[src/rtl/pcc_pkg.sv]
// Package holding register map, field layout, reset values and types of the PLL calibration and sync control.
package pcc_pkg;

   // Register offsets in the control port address space.
   localparam logic [9:0] LOCK_CAL_CTRL_ADDR   = 10'h018;
   localparam logic [9:0] ALIGN_DELAY_ADDR     = 10'h019;
   localparam logic [9:0] UPDATE_ADDR          = 10'h232;

   // Field positions in the lock and calibration control register.
   localparam int TUNE_DIV_LSB      = 1;
   localparam int TUNE_TRIG_BIT     = 0;
   // Field positions in the align and path delay register.
   localparam int ALIGN_ACT_LSB     = 6;
   localparam int REF_DELAY_LSB     = 3;
   localparam int FB_DELAY_LSB      = 0;
   // Update bit position in the update register.
   localparam int UPDATE_BIT        = 0;

   // Reset values; divider code 11 selects divide by 16.
   localparam logic [7:0] LOCK_CAL_CTRL_RST = 8'h06;
   localparam logic [7:0] ALIGN_DELAY_RST   = 8'h00;

   // Align action codes.
   typedef enum logic [1:0] {
      ALIGN_NONE  = 2'h0,
      ALIGN_ASYNC = 2'h1,
      ALIGN_SYNC  = 2'h2,
      ALIGN_NONE2 = 2'h3
   } pcc_align_type;

   // Decoded active settings handed to the analog side.
   typedef struct packed {
      logic [1:0] tuneClockDivider;
      logic [2:0] referenceBranchDelay;
      logic [2:0] feedbackBranchDelay;
      logic [1:0] dividerCounterAlignAction;
   } pcc_settings_type;

   // Write request from the serial control port.
   typedef struct packed {
      logic       wrEn;
      logic [9:0] addr;
      logic [7:0] data;
   } pcc_write_type;

endpackage : pcc_pkg

[src/rtl/pcc_cal_clock_div.sv]
// Divider that derives the calibration clock enable from the reference clock tick.
`timescale 1ns/1ps
module pcc_cal_clock_div (
   input  wire logic       mclk,
   input  wire logic       rst_n,
   input  wire logic       refTick,
   input  wire logic [1:0] divCode,
   output logic            calTick
);

   logic [3:0] count_ff;
   logic [3:0] nxt_count;
   logic       calTick_ff;
   logic       nxt_calTick;

   // Terminal count for ratios 2, 4, 8 and 16.
   function automatic logic [3:0] divLimit(input logic [1:0] code);
      divLimit = 4'((5'h02 << code) - 5'h01);
   endfunction : divLimit

   // Count reference ticks and pulse once per full ratio.
   always_comb begin
      nxt_count   = count_ff;
      nxt_calTick = 1'b0;
      if (refTick) begin
         if (count_ff >= divLimit(divCode)) begin
            nxt_count   = 4'h0;
            nxt_calTick = 1'b1;
         end else begin
            nxt_count = count_ff + 4'h1;
         end
      end
   end

   // Register the divider state.
   always_ff @(posedge mclk) begin
      if (!rst_n) begin
         count_ff   <= 4'h0;
         calTick_ff <= 1'b0;
      end else begin
         count_ff   <= nxt_count;
         calTick_ff <= nxt_calTick;
      end
   end

   assign calTick = calTick_ff;

endmodule : pcc_cal_clock_div

[src/rtl/pcc_ctrl.sv]
// Top of the PLL calibration trigger, divider select, counter align and path delay control.
//
// Function
// - Calibration clock is reference divided by 2, 4, 8 or 16; default 16.
// - Calibration starts only on a 0-to-1 of the active trigger bit.
// - Written values reach active registers only when the update bit is written.
// - Align pin: code 01 async counter reset, 10 sync reset, 00/11 nothing.
//
// Host writes land in buffer registers and only move to the active set when the update bit is
// written, so a group of fields always changes together at one clock edge.
// Readback shows the buffers, which lets software check a pending value before it commits it.
// The reference clock and the align pin are asynchronous and pass two flip-flops first.
`timescale 1ns/1ps
module pcc_ctrl (
   input  wire logic                      mclk,
   input  wire logic                      rst_n,
   input  wire pcc_pkg::pcc_write_type    wrReq,
   input  wire logic [9:0]                rdAddr,
   input  wire logic                      refClkIn,
   input  wire logic                      alignRequestPin,
   output logic [7:0]                     rdData,
   output pcc_pkg::pcc_settings_type      activeSettings,
   output logic                           calStart,
   output logic                           calClkTick,
   output logic                           counterAsyncReset,
   output logic                           counterSyncReset
);

   // Buffer images written by the host, and the active images that steer hardware.
   logic [7:0]                lockCalBuf_ff;
   logic [7:0]                nxt_lockCalBuf;
   logic [7:0]                alignBuf_ff;
   logic [7:0]                nxt_alignBuf;
   logic [7:0]                lockCalAct_ff;
   logic [7:0]                nxt_lockCalAct;
   logic [7:0]                alignAct_ff;
   logic [7:0]                nxt_alignAct;
   // Calibration start pulse and readback registers.
   logic                      calStart_ff;
   logic                      nxt_calStart;
   logic [7:0]                rdData_ff;
   logic [7:0]                nxt_rdData;
   // Pin synchronisers; only the second and third stages feed logic.
   logic [2:0]                refSync_ff;
   logic [2:0]                nxt_refSync;
   logic [2:0]                alignSync_ff;
   logic [2:0]                nxt_alignSync;
   // Counter reset outputs.
   logic                      asyncRst_ff;
   logic                      nxt_asyncRst;
   logic                      syncRst_ff;
   logic                      nxt_syncRst;
   // Decoded strobes and pin events.
   logic                      refTick;
   logic                      alignRise;
   logic                      updateHit;
   logic                      lockCalHit;
   logic                      alignHit;
   logic                      calTickInt;
   pcc_pkg::pcc_align_type    alignAction;

   // True when the write strobe targets the given register address.
   function automatic logic wrHit(input pcc_pkg::pcc_write_type req, input logic [9:0] addr);
      wrHit = req.wrEn && (req.addr == addr);
   endfunction : wrHit

   // Calibration trigger bit of a lock and calibration control image.
   function automatic logic trigOf(input logic [7:0] image);
      trigOf = image[pcc_pkg::TUNE_TRIG_BIT];
   endfunction : trigOf

   // Calibration clock divider code of a lock and calibration control image.
   function automatic logic [1:0] divOf(input logic [7:0] image);
      divOf = image[pcc_pkg::TUNE_DIV_LSB +: 2];
   endfunction : divOf

   // Three-bit path delay field of an align and delay image, found at the given position.
   function automatic logic [2:0] delayOf(input logic [7:0] image, input int lsb);
      delayOf = image[lsb +: 3];
   endfunction : delayOf

   // Counter align action field of an align and delay image.
   function automatic logic [1:0] actionOf(input logic [7:0] image);
      actionOf = image[pcc_pkg::ALIGN_ACT_LSB +: 2];
   endfunction : actionOf

   // Write decode; an update with its bit clear is ignored.
   assign lockCalHit = wrHit(wrReq, pcc_pkg::LOCK_CAL_CTRL_ADDR);
   assign alignHit   = wrHit(wrReq, pcc_pkg::ALIGN_DELAY_ADDR);
   assign updateHit  = wrHit(wrReq, pcc_pkg::UPDATE_ADDR) && wrReq.data[pcc_pkg::UPDATE_BIT];

   // Buffer registers take host writes; they do not steer hardware.
   // A write and an update in one cycle commit the value held before that write.
   always_comb begin
      nxt_lockCalBuf = lockCalBuf_ff;
      nxt_alignBuf   = alignBuf_ff;
      if (lockCalHit) begin
         nxt_lockCalBuf = wrReq.data;
      end
      if (alignHit) begin
         nxt_alignBuf = wrReq.data;
      end
   end

   // Active registers load from buffers only on update.
   // The trigger edge is judged against the active value that this update replaces.
   always_comb begin
      nxt_lockCalAct = lockCalAct_ff;
      nxt_alignAct   = alignAct_ff;
      nxt_calStart   = 1'b0;
      if (updateHit) begin
         nxt_lockCalAct = lockCalBuf_ff;
         nxt_alignAct   = alignBuf_ff;
         // A held 1 gives no new start.
         nxt_calStart   = trigOf(lockCalBuf_ff) && !trigOf(lockCalAct_ff);
      end
   end

   // Readback returns the buffered values written by the host.
   // Reads are registered, so data follows the address by one cycle.
   always_comb begin
      case (rdAddr)
         pcc_pkg::LOCK_CAL_CTRL_ADDR: nxt_rdData = lockCalBuf_ff;
         pcc_pkg::ALIGN_DELAY_ADDR:   nxt_rdData = alignBuf_ff;
         default:                     nxt_rdData = 8'h00;
      endcase
   end

   // Register the configuration state.
   // Buffers and active images both return to their reset values.
   always_ff @(posedge mclk) begin
      if (!rst_n) begin
         lockCalBuf_ff <= pcc_pkg::LOCK_CAL_CTRL_RST;
         alignBuf_ff   <= pcc_pkg::ALIGN_DELAY_RST;
         lockCalAct_ff <= pcc_pkg::LOCK_CAL_CTRL_RST;
         alignAct_ff   <= pcc_pkg::ALIGN_DELAY_RST;
         calStart_ff   <= 1'b0;
         rdData_ff     <= 8'h00;
      end else begin
         lockCalBuf_ff <= nxt_lockCalBuf;
         alignBuf_ff   <= nxt_alignBuf;
         lockCalAct_ff <= nxt_lockCalAct;
         alignAct_ff   <= nxt_alignAct;
         calStart_ff   <= nxt_calStart;
         rdData_ff     <= nxt_rdData;
      end
   end

   // Two-flop synchronisers plus a third stage for edge detection.
   // The pins are asynchronous, so nothing but the second stage reads the first.
   always_comb begin
      nxt_refSync   = {refSync_ff[1:0], refClkIn};
      nxt_alignSync = {alignSync_ff[1:0], alignRequestPin};
   end

   // Register the synchroniser stages; the align pin idles low, as the reset value does.
   always_ff @(posedge mclk) begin
      if (!rst_n) begin
         refSync_ff   <= 3'h0;
         alignSync_ff <= 3'h0;
      end else begin
         refSync_ff   <= nxt_refSync;
         alignSync_ff <= nxt_alignSync;
      end
   end

   // Edge detect on settled samples and decode of the active align action.
   assign refTick     = refSync_ff[1] && !refSync_ff[2];
   assign alignRise   = alignSync_ff[1] && !alignSync_ff[2];
   assign alignAction = pcc_pkg::pcc_align_type'(actionOf(alignAct_ff));

   // Counter reset: async holds while pin is high, sync pulses on its rise.
   // Codes 00 and 11 leave both outputs low whatever the pin does.
   always_comb begin
      nxt_asyncRst = 1'b0;
      nxt_syncRst  = 1'b0;
      case (alignAction)
         pcc_pkg::ALIGN_ASYNC: nxt_asyncRst = alignSync_ff[1];
         pcc_pkg::ALIGN_SYNC:  nxt_syncRst  = alignRise;
         default: begin
            nxt_asyncRst = 1'b0;
            nxt_syncRst  = 1'b0;
         end
      endcase
   end

   // Register the counter reset outputs.
   // The async reset therefore trails the synchronised pin by one clock.
   always_ff @(posedge mclk) begin
      if (!rst_n) begin
         asyncRst_ff <= 1'b0;
         syncRst_ff  <= 1'b0;
      end else begin
         asyncRst_ff <= nxt_asyncRst;
         syncRst_ff  <= nxt_syncRst;
      end
   end

   // Calibration clock divider driven by the active divider code.
   // A code change acts at the next reference tick; a count at or past the new limit wraps and pulses on that tick.
   pcc_cal_clock_div u_div (
      .mclk    (mclk),
      .rst_n   (rst_n),
      .refTick (refTick),
      .divCode (divOf(lockCalAct_ff)),
      .calTick (calTickInt)
   );

   // Outputs straight from flip-flops.
   // The settings fields are slices of the active images, so they change only on update.
   assign rdData                                   = rdData_ff;
   assign calStart                                 = calStart_ff;
   assign calClkTick                               = calTickInt;
   assign counterAsyncReset                        = asyncRst_ff;
   assign counterSyncReset                         = syncRst_ff;
   assign activeSettings.tuneClockDivider          = divOf(lockCalAct_ff);
   assign activeSettings.referenceBranchDelay      = delayOf(alignAct_ff, pcc_pkg::REF_DELAY_LSB);
   assign activeSettings.feedbackBranchDelay       = delayOf(alignAct_ff, pcc_pkg::FB_DELAY_LSB);
   assign activeSettings.dividerCounterAlignAction = actionOf(alignAct_ff);

endmodule : pcc_ctrl

[config.mk]
export PLATFORM = sky130hd
export DESIGN_NAME = pcc_ctrl
export DESIGN_NICKNAME = d
export VERILOG_FILES = /design/src/rtl/pcc_pkg.sv /design/src/rtl/pcc_cal_clock_div.sv /design/src/rtl/pcc_ctrl.sv
export SDC_FILE = /design/constraint.sdc
export NUM_CORES = 1
export LEC_CHECK = 0
export ABC_AREA = 1
export BUFFER_PORTS_ARGS = -buffer_cell sky130_fd_sc_hd__buf_2
export CAP_MARGIN = 20
export CORE_UTILIZATION = 52
export DETAILED_ROUTE_END_ITERATION = 8
export PLACE_DENSITY = 0.81
export SYNTH_ARGS = -nofsm -noshare
export SYNTH_HDL_FRONTEND = slang
export SYNTH_SLANG_ARGS = --single-unit
[constraint.sdc]
create_clock -name mclk -period 1.57 [get_ports mclk]
set_input_delay 0.2355 -clock mclk [delete_from_list [all_inputs] [get_ports mclk]]
set_output_delay 0.2355 -clock mclk [all_outputs]
set_load 0.02 [all_outputs]
Yosys cells after proc, flatten, opt, wreduce, memory -nomap -nowiden. Cells that the tools add are included.

Shifts and indexed selects: 1. Multiplexer cells: 3. $lt $le $gt $ge: 1. Add/subtract/negate cells: 2. Equal/unequal tests: 7. Reduce and logical (&&, ||, !) cells: 14.

Operator list (count): $eq A10 B5 Y1 const B (4); $pmux W8 S2 (1); $eq A10 B10 Y1 const B (1); $reduce_and A2 Y1 (4); $logic_and A1 B1 Y1 (7); $add A4 B1 Y4 const B (1); $ge A4 B4 Y1 (1); $mux W4 (1); $shl A2 B2 Y4 const A (1); $sub A4 B1 Y4 const B (1); $logic_not A1 Y1 (3); $eq A2 B1 Y1 const B (1); $eq A2 B2 Y1 const B (1); $mux W1 (1).

Output and inout bits: 22. Logic and storage cells: 40. Bits of input ports: 33. Register bits after elaboration: 49.

Logic depth before layout (Yosys ltp).
Depth after elaboration: 4. Gate-level depth with buffers: 8. Gate-level depth less buffers: 7.

By module. From an unflattened synthesis, not the netlist that was laid out.

Cell total of the unflattened synthesis: 307. Area total of the unflattened synthesis: 2240.9 um2.

By module, submodules not included: pcc_ctrl (cells each 265, sequential area each 880.8 um2, area each 1938.1 um2, times used 1); pcc_cal_clock_div (cells each 42, sequential area each 100.1 um2, area each 302.8 um2, times used 1).

Least setup slack after synthesis. No wires, ideal clock.

Kind: register to register. Start: register lockCalAct_ff[2]. End: register u_div.count_ff[3]. Cell stages (with the launch flop): 8. Data arrival time: 1104 ps. Buffers on the path: 0. Data required time: 1455 ps. Path slack: 350 ps. Clock period less this slack: 1220 ps. Library setup time: 115 ps. Path through: dfxtp_1 > nand2_1 > ha_1 > nand2_1 > o21ai_0 > nand2_1 > nand2_1 > nor2_1.

Cells in the longest elaborated chain, start to end: 4.

RTL lines: start, declared (RTL line pcc_ctrl.sv:34) `logic [7:0] lockCalAct_ff;`; start signal, assigned (RTL line pcc_ctrl.sv:135) `lockCalAct_ff <= pcc_pkg::LOCK_CAL_CTRL_RST;`; start signal, assigned (RTL line pcc_ctrl.sv:142) `lockCalAct_ff <= nxt_lockCalAct;`; $shl A2 B2 Y4 (RTL line pcc_cal_clock_div.sv:18) `divLimit = 4'((5'h02 << code) - 5'h01);`; $sub A4 B1 Y4 (RTL line pcc_cal_clock_div.sv:18); $ge A4 B4 Y1 (RTL line pcc_cal_clock_div.sv:26) `if (count_ff >= divLimit(divCode)) begin`; $mux W4 (RTL line pcc_cal_clock_div.sv:26); end signal, assigned (RTL line pcc_cal_clock_div.sv:41) `count_ff <= nxt_count;`; end, declared (RTL line pcc_cal_clock_div.sv:11) `logic [3:0] count_ff;`.

No other way between the ends. A chain may end at the register's enable or synchronous reset.

Final worst setup path. Ends and elaborated chain as after synthesis.

==> run metrics <==
Fmax=752 MHz; Port Buffers=54; first-pass GRT wire length=7450 um; Max-cap violations=0; Arr. time, crit path=1.53 ns; Layout Utilization=63.2%; NetSw=0.499 mW; Sinks on Clock Net=49; share of the synthesized area in the top cell type=44.4%; Seq cells post-synth=49; DRT antenna net count=0; CP Cell Sequence=nand2_1, ha_1, nand2_1, o21ai_0, nand2_1, nand2_1, nor2_1; # Post-CTS Setup Buffers=0; Die Y=67.2 um; crit-path leading delay family=simple AND/OR/NAND/NOR gates; initial drt markers=110; Final min period=1.33 ns; Core Region=4030 um2; Setup TNS=0 ns; Clock Path Buffers=2; Clock power frac=33.7%; Nets=388; Rows=23; antenna fix cells=0; commonest non-fill, non-tap cells in the layout=65 x nand2_1, 54 x buf_2, 49 x dfxtp_1; combinational share of power=7.0%; Final Max Slew Viols=0; Tot GR Track Use=21.7%; final hold viol count=0; DR DRC count=0; pwr dens=831 nW/um2; critical path type=reg -> reg; Vias/cell=4.91; routability cong.=0.769; reg-to-reg endpoint=u_div.count_ff[3]; Sequential Power Share=59.3%; syn_area_per_cell=7.34 um2; Ports=55; area leader, netlist=dfxtp_1; Post-DP Area=2460 um2; Syn Inst Count=301; clk root buf=clkbuf_8; Post-Syn Area=2210 um2; syn nets=338; RSZ-0062 raised after global routing=no; drt wl/cell=11.0 um; CTS tree=yes; 1st-pass router iterations=4; initial core utilization=54.8%; post-detail-place hpwl=3280 um; Post-CTS Hold Buffers=0; Clock Latency Late Sink=0.30 ns; Routed WL=4410 um; Largest stage delay, worst path=0.39 ns; initial antenna violation count=0; largest net degree at the start of global routing=32; Tcrit/Tclk final=84.7%; commonest non-fill, non-tap cell in the layout=nand2_1; critical path fanouts, max=5; die area=4510 um2; max_slew headroom=65.0%; critical path depth in cells=7; buffers and inverters on the worst path=0; CP Launch Type=register; final setup fails=0; P&R area growth vs syn=15.3%; post-CTS sizing=0; measured slew at the worst slew-check pin=0.524 ns; vias in the first global route=1747; synth unique cells=24; Hold Path End=alignSync_ff[0]; register area=981 um2; Worst VDD drop=0.000418 V; via count=1975; reg2reg start=lockCalAct_ff[2]; Reg2Reg Depth=7; synth top area cells=dfxtp_1 44%, nand2_1 11%, nor2_1 7.0%, inv_1 6.6%, nand3_1 5.9%; Die W=67.2 um; layout cell share with drive strength beyond 1=22.2%; most frequent CP cell=nand2_1; CP endpoint kind=register; final setup skew=0.00799 ns; Sw Ratio=23.6%; Power Internal=1.62 mW; R2R setup slack=0.24 ns; H-tree levels=2; Leak=1.30 nW; Reg clk slew, reported paths=0.08 ns; Worst Path Required=1.77 ns; final instance area=2550 um2; worst hold path startpoint=alignRequestPin; outcome=finished, final reports clean; fill count=375; sequential fraction of the synthesis area=44.4%; Crit-path slowest cell=dfxtp_1; Ys Warns=0; multi-input logic area=961 um2; Min-Delay Path Class=in -> reg; clock buffer count from CTS=5; hold depth=3; GR Overflow Total=0
sequential cells by signal, summed over array words and instances (netlist names), 3 cells and up:
signal and flops:
alignBuf_ff 8, rdData 8, alignSync_ff 3, refSync_ff 3
lockCalBuf_ff 8, u_div.count_ff 4, lockCalAct_ff 3, alignAct_ff 8
cell type report:
class	count	area share, %
clock buffer	6	2.85
clock inverter	2	0.393
tap	50	2.46
sequential	49	38.5
multi-input combinational	197	37.7
timing repair buffer	57	12.0
inverter	41	6.04
through the flow:
step	worst slack, ns	power, mW	instances	hold slack [ns]
after detailed placement	0.242	1.43	394	0.384
after CTS	0.225	2.11	402	0.112
after global placement	0.308	1.43	394	0.379
after global routing	0.0936	2.20	402	0.123
after floorplan	0.350	1.37	301	0.333
final	0.240	2.12	402	0.111
power groups by stage:
stage | combinational, mW | clock, mW | sequential, mW
2_1_floorplan | 0.0904 | 0 | 1.28
3_3_place_gp | 0.145 | 0 | 1.28
3_5_place_dp | 0.148 | 0 | 1.28
4_1_cts | 0.148 | 0.711 | 1.25
5_1_grt | 0.169 | 0.772 | 1.26
6_report | 0.148 | 0.714 | 1.25
worst max-delay path by stage:
stage	startpoint	endpoint	slack (ns)
after floorplan	lockCalAct_ff[2]	u_div.count_ff[3]	0.35
after global placement	lockCalAct_ff[2]	u_div.count_ff[3]	0.31
after detailed placement	lockCalAct_ff[2]	u_div.count_ff[2]	0.24
after CTS	lockCalAct_ff[2]	u_div.count_ff[2]	0.22
after global routing	lockCalAct_ff[2]	u_div.count_ff[3]	0.09
final	lockCalAct_ff[2]	u_div.count_ff[3]	0.24
worst register-to-register path: stages (launching register included):
cell and delay (ns):
dfxtp_1 0.39, nand2_1 0.08, ha_1 0.29, nand2_1 0.05, o21ai_0 0.15, nand2_1 0.09, nand2_1 0.13, nor2_1 0.06
routing by layer:
layer	share of wire, %	GRT usage (%)	vias up
li1	-	-	1054
met1	48	27.4	864
met2	47	36.5	51
met3	4.2	4.56	6
met4	1.2	7.18	0
met5	0	0	-
synth_stat cells (all sizes together):
cell type	count
and2	1
dfxtp	49
nor4	1
nand4	17
a21oi	23
nor3	1
clkbuf	1
nor2	51
o21ai	1
nand3	28
nand2	65
nand3b	2
ha	4
xor2	2
xnor2	1
buf	13
inv	41
cells by family after synthesis:
| group | count (synthesis) | share of synthesized area [%] |
|---|---|---|
| buf+inv | 55 | 12.1 |
| compound gates | 24 | 5.44 |
| fa+ha+maj | 4 | 2.27 |
| xor+xnor | 3 | 1.19 |
| flops | 49 | 44.4 |
| simple gates | 166 | 34.6 |
No activity file was read; power rests on OpenSTA's default activity.
